## src/rtl/ris_pkg.sv

```systemverilog
/*
 Shared constants, types and decode functions for the reference input
 selection and activity monitor.
 Assumes a single clock domain. The clock is taken to be the divided VCXO-PLL
 output that times the hold-off prescaler.
*/
package ris_pkg;

   localparam int NUM_INPUTS = 4;
   localparam int ADDR_W     = 4;
   localparam int DATA_W     = 8;
   localparam int SEL_W      = 2;
   localparam int VAL_W      = 9;
   localparam int HDIV_W     = 18;

   // Register offsets
   localparam logic [3:0] REG_MODE    = 4'h0;
   localparam logic [3:0] REG_HOLDOFF = 4'h1;
   localparam logic [3:0] REG_CTRL    = 4'h2;
   localparam logic [3:0] REG_PRIO    = 4'h3;
   localparam logic [3:0] REG_STATUS  = 4'h4;
   localparam logic [3:0] REG_IRQ     = 4'h5;
   localparam logic [3:0] REG_MASK    = 4'h6;

   // Values after reset
   localparam logic [7:0] MODE_RST    = 8'h00;
   localparam logic [7:0] HOLDOFF_RST = 8'h80;
   localparam logic [7:0] CTRL_RST    = 8'h0a;
   localparam logic [7:0] PRIO_RST    = 8'h1b;
   localparam logic [7:0] MASK_RST    = 8'h00;

   // Interrupt bit positions; bits 3:0 are per-input loss events
   localparam int IRQ_FAILOVER = 4;
   localparam int IRQ_LOCKLOSS = 5;
   localparam int IRQ_W        = 6;

   // Hold-off prescaler ratios, in clock cycles
   localparam int HOLD_DIV15 = 32768;
   localparam int HOLD_DIV16 = 65536;
   localparam int HOLD_DIV17 = 131072;

   // Cycles without an input edge that count as one missing period
   localparam int MISS_LIMIT_DEF = 64;

   typedef enum logic [1:0] {
      MODE_MANUAL,
      MODE_AUTO,
      MODE_HOLDOFF,
      MODE_AUTO_HOLD
   } ris_mode_t;

   typedef struct packed {
      logic [1:0]            selection_mode_field;
      logic [SEL_W-1:0]      manual_select;
      logic                  mask_ref_loss;
      logic                  validation_prescale_by4;
      logic [7:0]            holdoff_period;
      logic [1:0]            holdoff_prescale;
      logic [1:0]            validation_count;
      logic [NUM_INPUTS-1:0] input_power_down;
      logic [7:0]            input_priority;
   } ris_cfg_t;

   // Consecutive valid periods needed to re-validate an input
   function automatic logic [VAL_W-1:0] ris_val_periods(input logic [1:0] code,
                                                        input logic by4);
      logic [VAL_W-1:0] base;
      case (code)
         2'h0:    base = 9'h002;
         2'h1:    base = 9'h010;
         2'h2:    base = 9'h020;
         default: base = 9'h040;
      endcase
      ris_val_periods = by4 ? (base << 2) : base;
   endfunction : ris_val_periods

   // Validation count loaded at reset, from the reset count code and prescale
   localparam logic [VAL_W-1:0] VAL_RST = ris_val_periods(CTRL_RST[3:2], MODE_RST[5]);

endpackage : ris_pkg

```

## src/rtl/ris_input_mon.sv

```systemverilog
/*
 Activity monitor and re-validation counter for one reference input.
 Assumes the reference input is already synchronous to clk and is much slower
 than clk, so each high phase is seen by at least one edge of clk.
*/
`timescale 1ns/100ps
`default_nettype none

module ris_input_mon
   import ris_pkg::*;
#(
   parameter int MISS_LIMIT = MISS_LIMIT_DEF
) (
   // Clock and reset
   input  wire logic             clk,
   input  wire logic             resetn,
   // Reference input and its controls
   input  wire logic             ref_in,
   input  wire logic             power_down,
   input  wire logic [VAL_W-1:0] val_load,
   // Status
   output logic                  signal_loss_flag,
   output logic                  loss_event
);

   localparam int GAP_W = $clog2(MISS_LIMIT + 1);
   localparam logic [GAP_W-1:0] GAP_MAX = GAP_W'(MISS_LIMIT - 1);

   logic             ref_prev;
   logic [GAP_W-1:0] gap_cnt;
   logic [VAL_W-1:0] val_cnt;

   wire edge_seen = ref_in & ~ref_prev;
   wire missing   = ~edge_seen & (gap_cnt == GAP_MAX);
   wire goes_lost = ~signal_loss_flag & (missing | power_down);
   wire revalid   = signal_loss_flag & ~power_down & edge_seen & (val_cnt <= 9'h001);

   always_ff @(posedge clk or negedge resetn) begin
      if (!resetn) begin
         ref_prev <= 1'b0;
         gap_cnt  <= '0;
      end else begin
         ref_prev <= ref_in;
         // Saturate so a dead input keeps reporting a missing period
         if (edge_seen || power_down)
            gap_cnt <= '0;
         else if (gap_cnt != GAP_MAX)
            gap_cnt <= gap_cnt + 1'b1;
      end
   end

   // Starts flagged as lost so that every input proves itself after reset
   always_ff @(posedge clk or negedge resetn) begin
      if (!resetn) begin
         signal_loss_flag <= 1'b1;
         loss_event       <= 1'b0;
         val_cnt          <= VAL_RST;
      end else begin
         loss_event <= goes_lost;
         if (goes_lost) begin
            signal_loss_flag <= 1'b1;
            val_cnt          <= val_load;
         end else if (signal_loss_flag) begin
            if (power_down || missing)
               val_cnt <= val_load;
            else if (revalid) begin
               signal_loss_flag <= 1'b0;
               val_cnt          <= '0;
            end else if (edge_seen)
               val_cnt <= val_cnt - 1'b1;
         end
      end
   end

endmodule : ris_input_mon

`default_nettype wire

```

## src/rtl/ris_top.sv

```systemverilog
/*
 Reference input selection and activity monitor for the first-stage PLL:
 manual and priority-based choice of the reference, short-term hold-off
 failover, per-input re-validation, power-down and loss-of-reference masking.
 Assumes clk is the VCXO-derived clock, reference inputs and the PLL lock
 level are synchronous to it, and a register master with single-cycle strobes.
*/
// Notes on behaviour
// - Manual mode routes selected input to PLL
// - Automatic modes ignore the manual select field
// - Hold-off counts down after loss, zero triggers failover
// - Hold-off counter reloads after each zero
// - Hold-off decrements once per prescaled tick
// - Hold-off prescaler divides by 2^15, 2^16, 2^17
// - Loss loads validation count, edges decrement it
// - Missing edge restores validation count
// - Completed validation clears the loss flag
// - Validation needs 2, 16, 32 or 64 periods
// - Divide-by-4 gives 8, 64, 128 or 256 periods
// - Per-input power-down bit disables that input
// - Mask bit drops reference loss from lock-loss indications
// - Mask bit also keeps reference loss off lock pin
// - Mode field encodes manual, auto, hold-off, auto-holdover
// - Priorities 00 lowest, ties favour lower input index
`timescale 1ns/100ps
`default_nettype none

module ris_top
   import ris_pkg::*;
#(
   parameter int NIN        = NUM_INPUTS,
   parameter int MISS_LIMIT = MISS_LIMIT_DEF,
   parameter int DIV15      = HOLD_DIV15,
   parameter int DIV16      = HOLD_DIV16,
   parameter int DIV17      = HOLD_DIV17
) (
   // Clock and reset
   input  wire logic              clk,
   input  wire logic              resetn,
   // Register port
   input  wire logic [ADDR_W-1:0] reg_addr,
   input  wire logic [DATA_W-1:0] reg_wdata,
   input  wire logic              reg_wr,
   input  wire logic              reg_rd,
   output logic      [DATA_W-1:0] reg_rdata,
   // Reference inputs and PLL status
   input  wire logic [NIN-1:0]    ref_in,
   input  wire logic              pll1_locked,
   // To the reference mux and the pins
   output logic      [SEL_W-1:0]  ref_sel,
   output logic      [NIN-1:0]    ref_enable,
   output logic      [NIN-1:0]    signal_loss_flag,
   output logic                   pll1_lock_loss_live,
   output logic                   pll1_lock_loss_sticky,
   output logic                   lock_detect,
   output logic                   irq
);

   typedef enum {HO_IDLE, HO_COUNT} ris_ho_state_t;

   ris_cfg_t          cfg;
   logic [IRQ_W-1:0]  irq_status;
   logic [IRQ_W-1:0]  irq_mask;
   logic [SEL_W-1:0]  act_sel;
   logic              failover_taken;
   logic [SEL_W-1:0]  failover_sel;
   ris_ho_state_t     ho_state;
   logic [7:0]        ho_cnt;
   logic [HDIV_W-1:0] pre_cnt;
   logic [NIN-1:0]    loss;
   logic [NIN-1:0]    loss_event;

   // Best usable input: highest priority, lowest index on a tie
   function automatic logic [SEL_W:0] best_input(input logic [NIN-1:0] bad,
                                                 input logic [7:0] prio,
                                                 input logic [SEL_W-1:0] skip,
                                                 input logic use_skip);
      logic             found;
      logic [SEL_W-1:0] idx;
      logic [1:0]       bp;
      found = 1'b0;
      idx   = '0;
      bp    = '0;
      for (int i = 0; i < NIN; i++) begin
         if (!bad[i] && !(use_skip && skip == SEL_W'(i)) &&
             (!found || prio[2*i +: 2] > bp)) begin
            found = 1'b1;
            idx   = SEL_W'(i);
            bp    = prio[2*i +: 2];
         end
      end
      best_input = {found, idx};
   endfunction : best_input

   // Register decode
   wire wr_mode    = reg_wr && reg_addr == REG_MODE;
   wire wr_holdoff = reg_wr && reg_addr == REG_HOLDOFF;
   wire wr_ctrl    = reg_wr && reg_addr == REG_CTRL;
   wire wr_prio    = reg_wr && reg_addr == REG_PRIO;
   wire wr_mask    = reg_wr && reg_addr == REG_MASK;
   wire rd_irq     = reg_rd && reg_addr == REG_IRQ;

   wire ris_mode_t   mode      = ris_mode_t'(cfg.selection_mode_field);
   wire              auto_mode = cfg.selection_mode_field[0];
   wire [VAL_W-1:0]  val_load  = ris_val_periods(cfg.validation_count,
                                                 cfg.validation_prescale_by4);

   // Per-input monitors
   genvar g;
   generate
      for (g = 0; g < NIN; g++) begin : g_mon
         ris_input_mon #(
            .MISS_LIMIT (MISS_LIMIT)
         ) u_mon (
            .clk              (clk),
            .resetn           (resetn),
            .ref_in           (ref_in[g]),
            .power_down       (cfg.input_power_down[g]),
            .val_load         (val_load),
            .signal_loss_flag (loss[g]),
            .loss_event       (loss_event[g])
         );
      end
   endgenerate

   wire [NIN-1:0] unusable = loss | cfg.input_power_down;
   wire           cur_bad  = unusable[act_sel];

   // Automatic choice keeps the current input while it is good (non-revertive)
   wire [SEL_W:0] auto_pick = best_input(unusable, cfg.input_priority, act_sel, 1'b0);
   wire [SEL_W:0] fo_pick   = best_input(unusable, cfg.input_priority, act_sel, 1'b1);

   // Hold-off prescaler and counter
   wire [HDIV_W-1:0] div_sel =
      (cfg.holdoff_prescale == 2'h0) ? HDIV_W'(DIV15 - 1) :
      (cfg.holdoff_prescale == 2'h1) ? HDIV_W'(DIV16 - 1) :
                                       HDIV_W'(DIV17 - 1);
   wire ho_tick   = ho_state == HO_COUNT && pre_cnt >= div_sel;
   wire ho_zero   = ho_tick && ho_cnt <= 8'h01;
   wire ho_start  = mode == MODE_HOLDOFF && loss_event[act_sel];
   wire ho_cancel = mode != MODE_HOLDOFF || !loss[act_sel];
   wire failover  = ho_zero && fo_pick[SEL_W];

   ris_ho_state_t next_ho_state;
   always_comb begin
      next_ho_state = ho_state;
      case (ho_state)
         HO_IDLE:  if (ho_start) next_ho_state = HO_COUNT;
         HO_COUNT: if (ho_cancel && !ho_zero) next_ho_state = HO_IDLE;
         default:  next_ho_state = HO_IDLE;
      endcase
   end

   always_ff @(posedge clk or negedge resetn) begin
      if (!resetn) begin
         ho_state <= HO_IDLE;
         ho_cnt   <= HOLDOFF_RST;
         pre_cnt  <= '0;
      end else begin
         ho_state <= next_ho_state;
         if (ho_state != HO_COUNT || ho_tick)
            pre_cnt <= '0;
         else
            pre_cnt <= pre_cnt + 1'b1;
         if (ho_state != HO_COUNT || ho_zero)
            ho_cnt <= cfg.holdoff_period;
         else if (ho_tick)
            ho_cnt <= ho_cnt - 1'b1;
      end
   end

   // Failover in hold-off mode overrides the manual select until it is rewritten
   always_ff @(posedge clk or negedge resetn) begin
      if (!resetn) begin
         failover_taken <= 1'b0;
         failover_sel   <= '0;
      end else if (failover) begin
         failover_taken <= 1'b1;
         failover_sel   <= fo_pick[SEL_W-1:0];
      end else if (wr_mode || mode != MODE_HOLDOFF) begin
         failover_taken <= 1'b0;
      end
   end

   // Reference selection
   logic [SEL_W-1:0] next_act_sel;
   always_comb begin
      next_act_sel = act_sel;
      case (mode)
         MODE_MANUAL:
            next_act_sel = cfg.manual_select;
         MODE_HOLDOFF:
            if (failover)
               next_act_sel = fo_pick[SEL_W-1:0];
            else
               next_act_sel = failover_taken ? failover_sel : cfg.manual_select;
         MODE_AUTO, MODE_AUTO_HOLD:
            if (cur_bad && auto_pick[SEL_W])
               next_act_sel = auto_pick[SEL_W-1:0];
         default:
            next_act_sel = cfg.manual_select;
      endcase
   end

   // Lock indications; the mask removes reference inactivity from both
   wire ref_lost       = loss[act_sel] && !cfg.mask_ref_loss;
   wire next_live_loss = !pll1_locked || ref_lost;
   wire holdover       = auto_mode && cur_bad && !auto_pick[SEL_W];

   // Sticky events; a set in the same cycle as the clearing read wins
   wire [IRQ_W-1:0] irq_set = {next_live_loss, failover, loss_event};
   wire [IRQ_W-1:0] next_irq_status = (rd_irq ? '0 : irq_status) | irq_set;

   always_ff @(posedge clk or negedge resetn) begin
      if (!resetn) begin
         cfg        <= {MODE_RST[1:0], MODE_RST[3:2], MODE_RST[4], MODE_RST[5],
                        HOLDOFF_RST, CTRL_RST[1:0], CTRL_RST[3:2],
                        CTRL_RST[7:4], PRIO_RST};
         irq_mask   <= MASK_RST[IRQ_W-1:0];
      end else begin
         if (wr_mode) begin
            cfg.selection_mode_field    <= reg_wdata[1:0];
            cfg.manual_select           <= reg_wdata[3:2];
            cfg.mask_ref_loss           <= reg_wdata[4];
            cfg.validation_prescale_by4 <= reg_wdata[5];
         end
         if (wr_holdoff)
            cfg.holdoff_period <= reg_wdata;
         if (wr_ctrl) begin
            cfg.holdoff_prescale <= reg_wdata[1:0];
            cfg.validation_count <= reg_wdata[3:2];
            cfg.input_power_down <= reg_wdata[7:4];
         end
         if (wr_prio)
            cfg.input_priority <= reg_wdata;
         if (wr_mask)
            irq_mask <= reg_wdata[IRQ_W-1:0];
      end
   end

   // Read mux; unmapped offsets read zero
   wire [DATA_W-1:0] status_word = {holdover, next_live_loss, act_sel, loss};
   wire [DATA_W-1:0] rd_word =
      (reg_addr == REG_MODE)    ? {2'h0, cfg.validation_prescale_by4, cfg.mask_ref_loss,
                                   cfg.manual_select, cfg.selection_mode_field} :
      (reg_addr == REG_HOLDOFF) ? cfg.holdoff_period :
      (reg_addr == REG_CTRL)    ? {cfg.input_power_down, cfg.validation_count,
                                   cfg.holdoff_prescale} :
      (reg_addr == REG_PRIO)    ? cfg.input_priority :
      (reg_addr == REG_STATUS)  ? status_word :
      (reg_addr == REG_IRQ)     ? {2'h0, irq_status} :
      (reg_addr == REG_MASK)    ? {2'h0, irq_mask} :
                                  8'h00;

   always_ff @(posedge clk or negedge resetn) begin
      if (!resetn) begin
         reg_rdata             <= '0;
         irq_status            <= '0;
         act_sel               <= '0;
         ref_sel               <= '0;
         ref_enable            <= '0;
         signal_loss_flag      <= '1;
         pll1_lock_loss_live   <= 1'b1;
         pll1_lock_loss_sticky <= 1'b0;
         lock_detect           <= 1'b0;
         irq                   <= 1'b0;
      end else begin
         reg_rdata             <= reg_rd ? rd_word : 8'h00;
         irq_status            <= next_irq_status;
         act_sel               <= next_act_sel;
         ref_sel               <= next_act_sel;
         ref_enable            <= ~cfg.input_power_down;
         signal_loss_flag      <= loss;
         pll1_lock_loss_live   <= next_live_loss;
         pll1_lock_loss_sticky <= next_irq_status[IRQ_LOCKLOSS];
         lock_detect           <= !next_live_loss;
         irq                   <= |(next_irq_status & irq_mask);
      end
   end

endmodule : ris_top

`default_nettype wire

```

## config.mk

```make
export PLATFORM = sky130hd
export DESIGN_NAME = ris_top
export DESIGN_NICKNAME = d
export VERILOG_FILES = /design/src/rtl/ris_pkg.sv /design/src/rtl/ris_input_mon.sv /design/src/rtl/ris_top.sv
export SDC_FILE = /design/constraint.sdc
export NUM_CORES = 1
export LEC_CHECK = 0
export ABC_AREA = 1
export BUFFER_PORTS_ARGS = -buffer_cell sky130_fd_sc_hd__buf_2
export CAP_MARGIN = 10
export CORE_MARGIN = 10
export CORE_UTILIZATION = 46
export CTS_BUF_LIST = sky130_fd_sc_hd__clkbuf_4 sky130_fd_sc_hd__clkbuf_8
export CTS_CLUSTER_SIZE = 20
export DETAILED_ROUTE_END_ITERATION = 12
export GPL_ROUTABILITY_DRIVEN = 1
export GPL_TIMING_DRIVEN = 0
export SETUP_SLACK_MARGIN = 0.4
export SLEW_MARGIN = 10
export SYNTH_ARGS = -nofsm -noshare
export SYNTH_HDL_FRONTEND = slang
export SYNTH_HIERARCHICAL = 1
export SYNTH_SLANG_ARGS = --single-unit
```

## constraint.sdc

```tcl
create_clock -name clk -period 3.85 [get_ports clk]
set_input_delay 0.77 -clock clk [delete_from_list [all_inputs] [get_ports clk]]
set_output_delay 0.77 -clock clk [all_outputs]
set_load 0.05 [all_outputs]
```

==> metrics.txt <==
endpoint class of the critical path=register; share of cells above drive strength 1=0.185; DP HPWL=around 18000 um; final setup skew=roughly 0.018 ns; FF-to-FF Start=g_mon[0].u_mon/signal_loss_flag; count of pins over their slew limit=0; WS Path Type=register to register; power density cells=606 mW/mm2; GP Congestion=0.864; Max-cap violations=0; biggest cell delay along the critical path=0.63 ns; antenna violations before repair=0; Yosys reg bits=~170; maximum fanout along the worst path=4; Buffers on Ports=between 40 and 50; CTS Buffer Depth=2; Iteration-0 DRC Markers=569; Vias=8229; Top FF cell, synth=dfrtp_1; crit path launch=g_mon[0].u_mon/signal_loss_flag; sequential fraction of the synthesis area=0.437; syn avg cell area=7.74 um2; fin nets=1399; root buffer cell=clkbuf_8; outcome=finished clean; worst-margin pin slew=0.863 ns; Post-route DRC=0; RSZ-0062 raised after global routing=yes; slowest cell on the critical path=dfstp_2; max_slew headroom=0.420; Worst VDD drop=slightly below 0.3 mV; minimum clock period=3.71 ns; P&R area growth vs syn=13.3%; Mapped Cells=1258; crit-path most repeated cell=nand2_1; number of routed nets with antenna violations=0; Crit path required time=around 4.3 ns; Initial Util=0.465; worst reg2reg path depth=27; Setup crit end=act_sel[1]; final core utilization=0.527; largest net degree at the start of global routing=67; CTS buffer count=17; drt first pass iters=5; most frequent cells after synthesis=363 x nand2_1, 192 x inv_1, 148 x dfrtp_1; Die Y=roughly 170 um; critical path startpoint category=register; Final Hold Fails=0; WP data arrival=slightly above 4 ns; vias per inst=5.03; Max H-tree Level=4; first-pass GRT wire length=39900 um; Fmax=about 0.27 GHz; Die Area=between 0.02 and 0.03 mm2; period utilization=0.962; Clock Sinks=169; Total Routing Usage GR=0.182; most common cell in the synthesized netlist=nand2_1; routed wire length per instance=14.7 um; Synthesis Warnings=6; reg-to-reg slack, setup=around 0.14 ns; I/O pin count=43; Syn Std Cell Area=0.00974 mm2; Pleak=5.68 nW; Clk Latency, worst-skew pair=0.49 ns; ANT cells=0; # rows=53; post-synth cell types=45; Routed WL=~24000 um; count of final setup violators=0; Yosys top cell by area=dfrtp_1; DIE WIDTH=165 um; ranking of synthesized cells by area=dfrtp_1 38%, nand2_1 14%, inv_1 7.4%; Post-synth EDFFs=0; setup TNS=0 ns; number of global-route vias before repair=7999; global route overflow=0; FFs w/ async S/R, synth=1.00; core area=0.0210 mm2; RR Endpoint=act_sel[1]; hold crit path type=primary input to asynchronous set/reset pin; share of the synthesized area in the top cell type=0.380; CTS tree=built; CTS clk-pin slew, worst paths=0.10 ns
==> worst min path at each step <==
stage,startpoint,to,slack (ns)
2_1_floorplan,g_mon[3].u_mon/signal_loss_flag,signal_loss_flag[3],0.39
3_3_place_gp,g_mon[3].u_mon/signal_loss_flag,signal_loss_flag[3],0.41
3_5_place_dp,g_mon[3].u_mon/signal_loss_flag,signal_loss_flag[3],0.41
4_1_cts,resetn,g_mon[3].u_mon/gap_cnt[2],0.14
5_1_grt,resetn,g_mon[3].u_mon/gap_cnt[2],0.15
6_report,resetn,g_mon[3].u_mon/gap_cnt[2],0.15
==> metal layers <==
metal | wire [um] | up-vias | track usage
li1 | - | 4200 | -
met1 | 11000 | 3813 | 0.236
met2 | 11300 | 179 | 0.298
met3 | 1220 | 37 | 0.0354
met4 | 540 | 0 | 0.0611
met5 | 0 | - | 0
==> metrics by stage <==
step	setup WS (ns)	hold slack [ns]	cells	total power, mW	instance area [um2]
finish	0.145	0.146	1637	6.68	11000
global route	-0.0866	0.147	1637	7.25	11000
CTS	0.217	0.142	1628	6.67	10900
detailed placement	-0.212	0.409	1584	5.32	10400
global placement	-1.09	0.408	1582	5.27	10300
floorplan	0.498	0.386	1265	4.63	9760
==> state kept, by name, indices dropped and copies added (netlist names), 4 cells and up <==
name                          flops
cfg                              28
g_mon.u_mon/gap_cnt              28
g_mon.u_mon/loss_event            4
g_mon.u_mon/ref_prev              4
g_mon.u_mon/signal_loss_flag      4
g_mon.u_mon/val_cnt              36
ho_cnt                            8
irq_mask                          6
irq_status                        6
pre_cnt                          18
ref_enable                        4
reg_rdata                         8
signal_loss_flag                  4
==> cells in the final DEF (no fill, tap or decap), types with 4 or more instances in the layout <==
master and n:
nand3_1 48, clkbuf_8 17, o31ai_1 5, o21ai_1 30
nand2_4 18, ha_1 27, a21oi_2 5, o21ai_0 70
nand2_2 23, conb_1 8, clkinv_2 4, clkbuf_1 5
nor3_1 10, nand3_2 16, buf_2 46, a31oi_1 5
o211a_1 5, nor2_2 12, or2_2 6, dfstp_2 21
buf_4 21, nand2_1 350, nand4_1 29, inv_1 188
o21a_1 4, o211ai_1 16, inv_2 15, xor2_1 20
dfrtp_1 145, a21oi_1 27, nor2_4 17, inv_6 7
nor4_1 4, o21bai_1 5, nor2_1 94, o22ai_1 4
o21ai_2 4
==> where the power goes <==
part	switching, mW	leakage (nW)	internal [mW]	total [mW]
sequential	0.417	2.14	2.24	2.66
combinational	1.82	3.35	0.962	2.78
clock	0.721	0.196	0.523	1.24
==> cells by family after synthesis <==
| family | count (synthesis) | synth area share |
|---|---|---|
| DFF | 169 | 0.437 |
| adders and majority gates | 29 | 0.0373 |
| and+or+nand+nor | 634 | 0.307 |
| other | 1 | 0.000385 |
| xor gates and xnor gates | 20 | 0.0180 |
| AOI/OAI and AO/OA | 189 | 0.114 |
| muxes | 1 | 0.00116 |
| buffers and inverters | 215 | 0.0856 |
==> critical path: cells and delay by family, from the launching register on <==
kind | cells | cell delay [ns]
buffers and inverters | 4 | 0.36
DFF | 1 | 0.63
and+or+nand+nor | 11 | 0.75
AOI/OAI and AO/OA | 9 | 1.10
adders and majority gates | 3 | 0.82
==> timing repair <==
action	CTS	global route
endpoints found under the setup margin	4	4
resized for setup	26	21
hold buffers	0	0
buffers inserted	12	9
pin swaps	10	30
==> area by class of cell <==
class / count / area [um2]
clock buffer: 17 / 234
multi-input combinational: 881 / 4790
inverter: 203 / 762
sequential: 169 / 4260
fill: 2080 / 9920
tap: 275 / 344
clock inverter: 15 / 138
timing repair buffer: 65 / 437
buffer: 12 / 71.3
(Power assumes the default switching activity.)
